===== src/rtl/phase_combo_pkg.sv =====
// Purpose: Shared constants for closed-loop phase offset and combo steering
// Assumes: Offsets in 50 ps units, frequency words in two's complement
// Notes:   Channel SYS_CH plays the system timing loop inside a combo group
package phase_combo_pkg;
  localparam int IN_NUM   = 8;             // Reference inputs
  localparam int IN_SEL_W = 3;
  localparam int CH_NUM   = 3;             // Channels in one combo group
  localparam int CH_SEL_W = 2;
  localparam int PHASE_W  = 32;            // Offset and error width, 50 ps units
  localparam int SUM_W    = PHASE_W + 1;   // Channel plus input offset
  localparam int ERR_W    = PHASE_W + 2;   // Sum plus detector error
  localparam int FCW_W    = 42;            // Frequency control word
  localparam int QL_W     = 4;             // Clock quality level
  localparam int PPS_W    = 32;            // Pulse shift in ns

  localparam logic [CH_SEL_W-1:0] NO_SRC = 2'h3;
  localparam logic [CH_SEL_W-1:0] SYS_CH = 2'h2;

  localparam int CLK_MHZ       = 40;
  localparam int UPDATE_US     = 1000;
  localparam int UPDATE_CYCLES = UPDATE_US * CLK_MHZ;

  localparam int KP_SHIFT = 4;             // Proportional gain as a shift
  localparam logic signed [ERR_W-1:0] PHASE_CLAMP = 34'sh0000000014;
  localparam logic signed [PPS_W-1:0] PPS_LIMIT_NS = 32'sh1dcd6500;

  localparam logic signed [SUM_W-1:0] APPLIED_RST = '0;
  localparam logic signed [FCW_W-1:0] FCW_RST     = '0;
endpackage


===== src/rtl/loop_filter.sv =====
// Purpose: Proportional-integral loop filter for one timing channel
// Assumes: en is a one-cycle pulse at the loop update rate
// Notes:   No saturation; callers keep error within a sane range
`timescale 1ns/1ps
module loop_filter
  import phase_combo_pkg::*;
(
  input  wire logic                    clk_i,    // System clock
  input  wire logic                    rst_n_i,  // Synchronised reset, low
  input  wire logic                    en_i,     // Loop update pulse
  input  wire logic signed [ERR_W-1:0] err_i,    // Phase error plus offset
  output logic signed [FCW_W-1:0]      fcw_o     // Filtered frequency word
);
  logic signed [FCW_W-1:0] integ_q;
  logic signed [FCW_W-1:0] integ_d;
  logic signed [FCW_W-1:0] fcw_d;
  logic signed [FCW_W-1:0] err_ext;

  always_comb begin
    err_ext = FCW_W'(err_i);
    integ_d = integ_q;
    fcw_d   = fcw_o;
    if (en_i) begin
      integ_d = FCW_W'(integ_q + err_ext);
      fcw_d   = FCW_W'(integ_d + (err_ext <<< KP_SHIFT));
    end
  end

  always_ff @(posedge clk_i or negedge rst_n_i) begin
    if (!rst_n_i) begin
      integ_q <= FCW_RST;
      fcw_o   <= FCW_RST;
    end else begin
      integ_q <= integ_d;
      fcw_o   <= fcw_d;
    end
  end
endmodule


===== src/rtl/phase_combo_top.sv =====
// Purpose: Closed-loop phase offset and combo-mode frequency steering
// Assumes: All inputs but RST_B_I synchronous to REF_CLK_I, offsets held by outside logic
// Notes:   Every update uses the offsets present at the update pulse
//
// Operation
// - Each reference input carries its own writable phase offset.
// - Each channel carries its own offset, independent of active input.
// - Applied offset is channel offset plus active input's offset.
// - A change of active input recomputes and applies the offset.
// - Applied offset adds to detector error and feeds the loop filter, except while the reference is suppressed.
// - One input offset is shared by all channels using that input.
// - Combo group holds up to three channels, one usually locked.
// - A source channel may drive up to two others, system loop included.
// - Receiving channel acts as DCO, externally steered or tracking source.
// - All combo frequency changes pass through at least one loop filter.
// - Reference transients are clamped or reference suppressed by quality.
// - Pulse-per-second output shifts by up to half a second either way.
// - Combo contributions add on top of the written frequency word.
`timescale 1ns/1ps
module phase_combo_top
  import phase_combo_pkg::*;
#(
  parameter int UPDATE_CYCLES_P = UPDATE_CYCLES  // Cycles per loop update
)(
  input  wire logic                       REF_CLK_I,                 // 40 MHz clock
  input  wire logic                       RST_B_I,                   // Async reset, low
  input  wire logic signed [PHASE_W-1:0]  IN_OFFSET_I     [IN_NUM],  // Per-input offset
  input  wire logic signed [PHASE_W-1:0]  CH_OFFSET_I     [CH_NUM],  // Per-channel offset
  input  wire logic [IN_SEL_W-1:0]        ACTIVE_REF_I    [CH_NUM],  // Active input
  input  wire logic signed [PHASE_W-1:0]  PHASE_ERR_I     [CH_NUM],  // Detector error
  input  wire logic [CH_NUM-1:0]          DCO_MODE_I,                // Channel runs as DCO
  input  wire logic signed [FCW_W-1:0]    WRITE_FCW_I     [CH_NUM],  // Written frequency
  input  wire logic                       COMBO_EN_I,                // Combo mode on
  input  wire logic [CH_SEL_W-1:0]        COMBO_SRC_I     [CH_NUM],  // Source channel
  input  wire logic [QL_W-1:0]            SSM_QL_I        [CH_NUM],  // Active ref quality
  input  wire logic [QL_W-1:0]            SSM_QL_MAX_I,              // Worst allowed level
  input  wire logic                       CLAMP_MODE_I,              // 1 clamp, 0 suppress
  input  wire logic signed [PPS_W-1:0]    PPS_SHIFT_I,               // Requested shift ns
  output logic signed [SUM_W-1:0]         APPLIED_OFFSET_O [CH_NUM], // Applied offset
  output logic signed [FCW_W-1:0]         FCW_O           [CH_NUM],  // Channel frequency
  output logic [CH_NUM-1:0]               SWITCHOVER_O,              // Input change pulse
  output logic [CH_NUM-1:0]               REF_SUPPRESSED_O,          // Ref ignored level
  output logic                            UPDATE_O,                  // Loop update pulse
  output logic signed [PPS_W-1:0]         PPS_SHIFT_O                // Applied shift ns
);
  // Release synchroniser; only the second flop is used downstream
  logic rst_meta_q;
  logic rst_n;
  always_ff @(posedge REF_CLK_I or negedge RST_B_I) begin
    if (!RST_B_I) begin
      rst_meta_q <= 1'b0;
      rst_n      <= 1'b0;
    end else begin
      rst_meta_q <= 1'b1;
      rst_n      <= rst_meta_q;
    end
  end

  // Loop update divider
  logic [31:0] div_q;
  logic [31:0] div_d;
  logic        upd_d;
  always_comb begin
    upd_d = (div_q == 32'(UPDATE_CYCLES_P - 1));
    div_d = upd_d ? 32'h0 : div_q + 32'h1;
  end
  always_ff @(posedge REF_CLK_I or negedge rst_n) begin
    if (!rst_n) begin
      div_q    <= 32'h0;
      UPDATE_O <= 1'b0;
    end else begin
      div_q    <= div_d;
      UPDATE_O <= upd_d;
    end
  end

  // Combo source is legal only when enabled, not NO_SRC and not the channel itself
  function automatic logic src_ok(input logic en, input logic [CH_SEL_W-1:0] src,
                                  input int ch);
    src_ok = en && (src != NO_SRC) && (src != CH_SEL_W'(ch));
  endfunction

  logic signed [FCW_W-1:0] filt_fcw [CH_NUM];
  logic signed [SUM_W-1:0] applied_d [CH_NUM];
  logic signed [ERR_W-1:0] loop_err  [CH_NUM];
  logic signed [FCW_W-1:0] fcw_d     [CH_NUM];
  logic [IN_SEL_W-1:0]     ref_q     [CH_NUM];
  logic [CH_NUM-1:0]       ref_seen_q;

  genvar c;
  generate
    for (c = 0; c < CH_NUM; c++) begin : g_ch
      logic signed [ERR_W-1:0] pd_err;
      logic signed [FCW_W-1:0] combo_add;
      logic                    suppress;
      logic                    switch_d;

      always_comb begin
        // One shared table entry per input, whatever channel reads it
        applied_d[c] = SUM_W'(CH_OFFSET_I[c]) + SUM_W'(IN_OFFSET_I[ACTIVE_REF_I[c]]);
        suppress = 1'b0;
        pd_err   = DCO_MODE_I[c] ? '0 : ERR_W'(PHASE_ERR_I[c]);
        if (CLAMP_MODE_I) begin
          if (pd_err > PHASE_CLAMP) begin
            pd_err = PHASE_CLAMP;
          end else if (pd_err < -PHASE_CLAMP) begin
            pd_err = -PHASE_CLAMP;
          end
        end else if (!DCO_MODE_I[c] && (SSM_QL_I[c] > SSM_QL_MAX_I)) begin
          // Poor quality: hold frequency rather than chase the transient
          suppress = 1'b1;
          pd_err   = '0;
        end
        // Offset enters exactly where a detector error would
        loop_err[c] = suppress ? '0 : ERR_W'(pd_err + ERR_W'(applied_d[c]));
        // Source word is already filtered; only the written word of a DCO channel reaches the output unfiltered
        combo_add = '0;
        if (src_ok(COMBO_EN_I, COMBO_SRC_I[c], c)) begin
          combo_add = filt_fcw[COMBO_SRC_I[c]];
        end
        fcw_d[c] = FCW_W'(filt_fcw[c] + combo_add
                   + (DCO_MODE_I[c] ? WRITE_FCW_I[c] : FCW_RST));
        switch_d = ref_seen_q[c] && (ACTIVE_REF_I[c] != ref_q[c]);
      end

      always_ff @(posedge REF_CLK_I or negedge rst_n) begin
        if (!rst_n) begin
          APPLIED_OFFSET_O[c] <= APPLIED_RST;
          FCW_O[c]            <= FCW_RST;
          ref_q[c]            <= '0;
          ref_seen_q[c]       <= 1'b0;
          SWITCHOVER_O[c]     <= 1'b0;
          REF_SUPPRESSED_O[c] <= 1'b0;
        end else begin
          SWITCHOVER_O[c] <= 1'b0;
          if (UPDATE_O) begin
            APPLIED_OFFSET_O[c] <= applied_d[c];
            FCW_O[c]            <= fcw_d[c];
            ref_q[c]            <= ACTIVE_REF_I[c];
            ref_seen_q[c]       <= 1'b1;
            SWITCHOVER_O[c]     <= switch_d;
            REF_SUPPRESSED_O[c] <= suppress;
          end
        end
      end

      loop_filter u_filt (
        .clk_i   (REF_CLK_I),
        .rst_n_i (rst_n),
        .en_i    (UPDATE_O),
        .err_i   (loop_err[c]),
        .fcw_o   (filt_fcw[c])
      );
    end
  endgenerate

  // Pulse shift limited to half a second each way
  logic signed [PPS_W-1:0] pps_d;
  always_comb begin
    pps_d = PPS_SHIFT_I;
    if (PPS_SHIFT_I > PPS_LIMIT_NS) begin
      pps_d = PPS_LIMIT_NS;
    end else if (PPS_SHIFT_I < -PPS_LIMIT_NS) begin
      pps_d = -PPS_LIMIT_NS;
    end
  end
  always_ff @(posedge REF_CLK_I or negedge rst_n) begin
    if (!rst_n) begin
      PPS_SHIFT_O <= '0;
    end else begin
      PPS_SHIFT_O <= pps_d;
    end
  end
endmodule


===== config.mk =====
export PLATFORM = sky130hd
export DESIGN_NAME = phase_combo_top
export DESIGN_NICKNAME = d
export VERILOG_FILES = /design/src/rtl/phase_combo_pkg.sv /design/src/rtl/loop_filter.sv /design/src/rtl/phase_combo_top.sv
export SDC_FILE = /design/constraint.sdc
export NUM_CORES = 2
export LEC_CHECK = 0
export BUFFER_PORTS_ARGS = -buffer_cell sky130_fd_sc_hd__buf_4
export CORE_AREA = 4 4 406 488
export DETAILED_ROUTE_END_ITERATION = 10
export DIE_AREA = 0 0 410 492
export REMOVE_ABC_BUFFERS = 1
export SLEW_MARGIN = 25
export SYNTH_ARGS = -nofsm -noshare
export SYNTH_HDL_FRONTEND = slang
export SYNTH_SLANG_ARGS = --single-unit

===== constraint.sdc =====
create_clock -name REF_CLK_I -period 20.2 [get_ports REF_CLK_I]
set_clock_uncertainty 0.15 [all_clocks]
set_input_delay 1.01 -clock REF_CLK_I [delete_from_list [all_inputs] [get_ports REF_CLK_I]]
set_output_delay 1.01 -clock REF_CLK_I [all_outputs]
set_load 0.03 [all_outputs]

==> metrics.txt <==
status finished, final reports clean; DRT antenna net count 0; via count 55,170; CTS sink cnt 548; synthesized instance count 6,711; Final setup viols 0; register area share after synthesis 23.03%; final hold viol count 0; Inst Count DP 10,010; pre-CTS setup slack 6.433 ns; CTS H-tree depth 3; Slew @ Worst Pin 1.165 ns; synth warn 0; gr usage total 25.40%; leakage 34.52 nW; Worst-path clk slew 0.06 ns; CP most frequent cell o21ai_0; Max Cap Viol 0; drt first pass iters 5; initial antenna violation count 84; Crit path depth 50; Synth cell types 107; cell family with most CP delay compound AO/OA/AOI/OAI gates; P&R area growth vs syn 20.72%; Final Max Tran Viols 0; CTS tree built; Main synth FF type dfrtp_1; slack of the critical path 6.932 ns; critical-path maximum fanout 41; Remaining DRCs 0; Nets 8,807; GPL Wtd Cong 1.009; # rows 177; crit share post-route 65.68%; first-pass GRT wire length 379.3 mm; CTS resizes 0; CP Data Arrival Time 13.69 ns; most frequent cells in the layout buf_4, nand2_1, inv_1, dfrtp_1, ha_1; crit start category primary input; 1st-iter DRT viols 4,060; Slew HR 21.76%; GR Overflow Total 0; Chip Height 492 um; Tmin final 13.27 ns; layout cells sized above 1 23.43%; maximum root-to-sink buffer count 3; Num CTS Buffers 79; post-synthesis register bit count 548; Avg Inst Size Synth 8.873 um^2; Hold Crit Class reg2async; area of the core 193,300 um^2; Post-Layout Cell Count 10,190; Via density 5.413; Hold WS 0.1843 ns; Wirelength per Cell 25.96 um; detailed placement HPWL 221.5 mm; setup bufs post-CTS 0; DIE AREA 201,700 um^2; Slowest cell on crit path buf_4; CP Capture Type flop; IO Port Bufs 907; Final Routed Wirelength 264.6 mm; Pwr Total 9.081 mW; Crit path required time 20.62 ns; largest net degree at the start of global routing 161; EDFF count, synth 0; Max Freq 75.37 MHz; RSZ-0062 raised after global routing no; Critical path buffers and inverters 3; Top Ports 908; Max rail drop VDD 0.0001212 V; CP Class in2reg; setup TNS 0 ns; Slowest Stage Delay on Critical Path 0.78 ns; total power divided by cell area 126.3 nW/um^2; Initial Util 30.80%; Worst Reg-to-Reg Cells 27; Post-Syn Area 59,550 um^2; commonest non-fill, non-tap cell in the layout buf_4; CTS root buffer clkbuf_16; die width 410 um; async set-reset flop share out of synthesis 100.0%; vias in the first global route 55,190; worst-skew pair later-pin latency 0.72 ns
final timing paths:
| path | slack, ns | to | start |
|---|---|---|---|
| min reg2reg | 0.18 | PPS_SHIFT_O[31] | rst_n |
| max in group asynchronous | 15.33 | FCW_O[54] | rst_n |
| max | 6.93 | g_ch[1].u_filt.fcw_o[41] | ACTIVE_REF_I[3] |
| max reg2reg | 12.36 | g_ch[0].u_filt.fcw_o[41] | g_ch[0].u_filt.integ_q[0] |
| min in group REF_CLK_I | 0.21 | rst_n | rst_meta_q |
| min | 0.18 | PPS_SHIFT_O[31] | rst_n |
cells in the mapped netlist, types with 15 or more instances:
master	number	share of area, %
nand2_1	673	4.2
inv_1	572	3.6
dfrtp_1	548	23
ha_1	530	11
a21oi_1	466	3.9
nor2_1	405	2.6
o21ai_0	392	3.3
mux2_2	380	7.2
xnor2_1	370	5.4
clkbuf_1	193	1.2
mux4_2	192	7.3
a21o_1	163	2.1
fa_1	138	4.6
nand2b_1	134	1.4
xor2_1	130	1.9
nand3_1	121	1.0
nor3_1	107	0.90
o21a_1	84	1.1
nor2b_1	73	0.77
and3_1	72	0.76
o21bai_1	72	0.91
buf_1	56	0.35
and2_1	54	0.57
a31oi_1	51	0.54
nand4_1	49	0.51
o31ai_1	47	0.59
or3_1	47	0.49
a22o_1	44	0.65
nor4_1	42	0.44
a211oi_1	40	0.50
a21boi_0	35	0.44
o211ai_1	31	0.39
or2_2	28	0.29
mux2i_1	27	0.45
a31o_2	18	0.26
a41oi_1	18	0.26
nor3b_1	17	0.21
o41ai_1	17	0.25
maj3_1	15	0.25
o31a_1	15	0.22
power breakdown:
group	total (mW)	leakage, nW	switching [mW]	internal, mW
Combinational	6.41	26.4	3.97	2.43
Clock	1.48	1.32	0.618	0.864
Sequential	1.19	6.79	0.0473	1.15
area by class of cell:
class                           count  area, um^2
Clock buffer                      100        2197
Inverter                          573        2153
Multi-Input combinational cell   5335       42780
Timing Repair Buffer              958        7219
Tap cell                         2595        3247
Antenna cell                       39       97.59
Clock inverter                     45       471.7
Sequential cell                   548       13720
Fill cell                       19640      121400
cells by family after synthesis:
kind of cell | synth area share [%]
AO/OA/AOI/OAI | 18.18
flip-flops | 23.03
adder cells (fa/ha/maj) | 16.14
AND/OR/NAND/NOR | 14.92
other | 0.006297
multiplexers | 14.93
buffers and inverters | 5.246
XOR/XNOR | 7.551
layer usage:
| metal | global-route usage, % | share of wire [%] | routed length (um) |
|---|---|---|---|
| met5 | 0 | 0.088 | 234 |
| met3 | 5.012 | 6.8 | 17890 |
| met2 | 42.10 | 47 | 123500 |
| met1 | 31.85 | 42 | 110000 |
| met4 | 11.60 | 4.9 | 12960 |
state kept, by name, summed over array words and instances (netlist names):
| name | flops |
|---|---|
| PPS_SHIFT_O | 32 |
| ref_q | 9 |
| APPLIED_OFFSET_O | 99 |
| rst_n | 1 |
| div_q | 32 |
| REF_SUPPRESSED_O | 3 |
| g_ch.u_filt.fcw_o | 122 |
| UPDATE_O | 1 |
| FCW_O | 126 |
| rst_meta_q | 1 |
| g_ch.u_filt.integ_q | 118 |
| ref_seen_q | 1 |
| SWITCHOVER_O | 3 |
stage by stage:
stage,util [%],cell area [um^2]
after floorplan,-,58580
after global placement,35.74,69090
after detailed placement,35.74,69100
after CTS,37.13,71780
after global routing,37.17,71860
final,37.18,71890
worst reg2reg max path, delay by kind of cell (launching register included):
family	cells	cell delay [ns]
buffers and inverters	1	0.06
adders and majority gates	4	1.36
and+or+nand+nor	3	0.62
DFF	1	0.57
AOI/OAI and AO/OA	17	4.39
xor gates and xnor gates	2	0.57
repair_timing:
item / in CTS / in global routing
setup endpoints to repair: 0 / 0
hold buffers: 1 / 0
hold endpoints to repair: 2 / 0
Power figures use the tool's default switching activity.
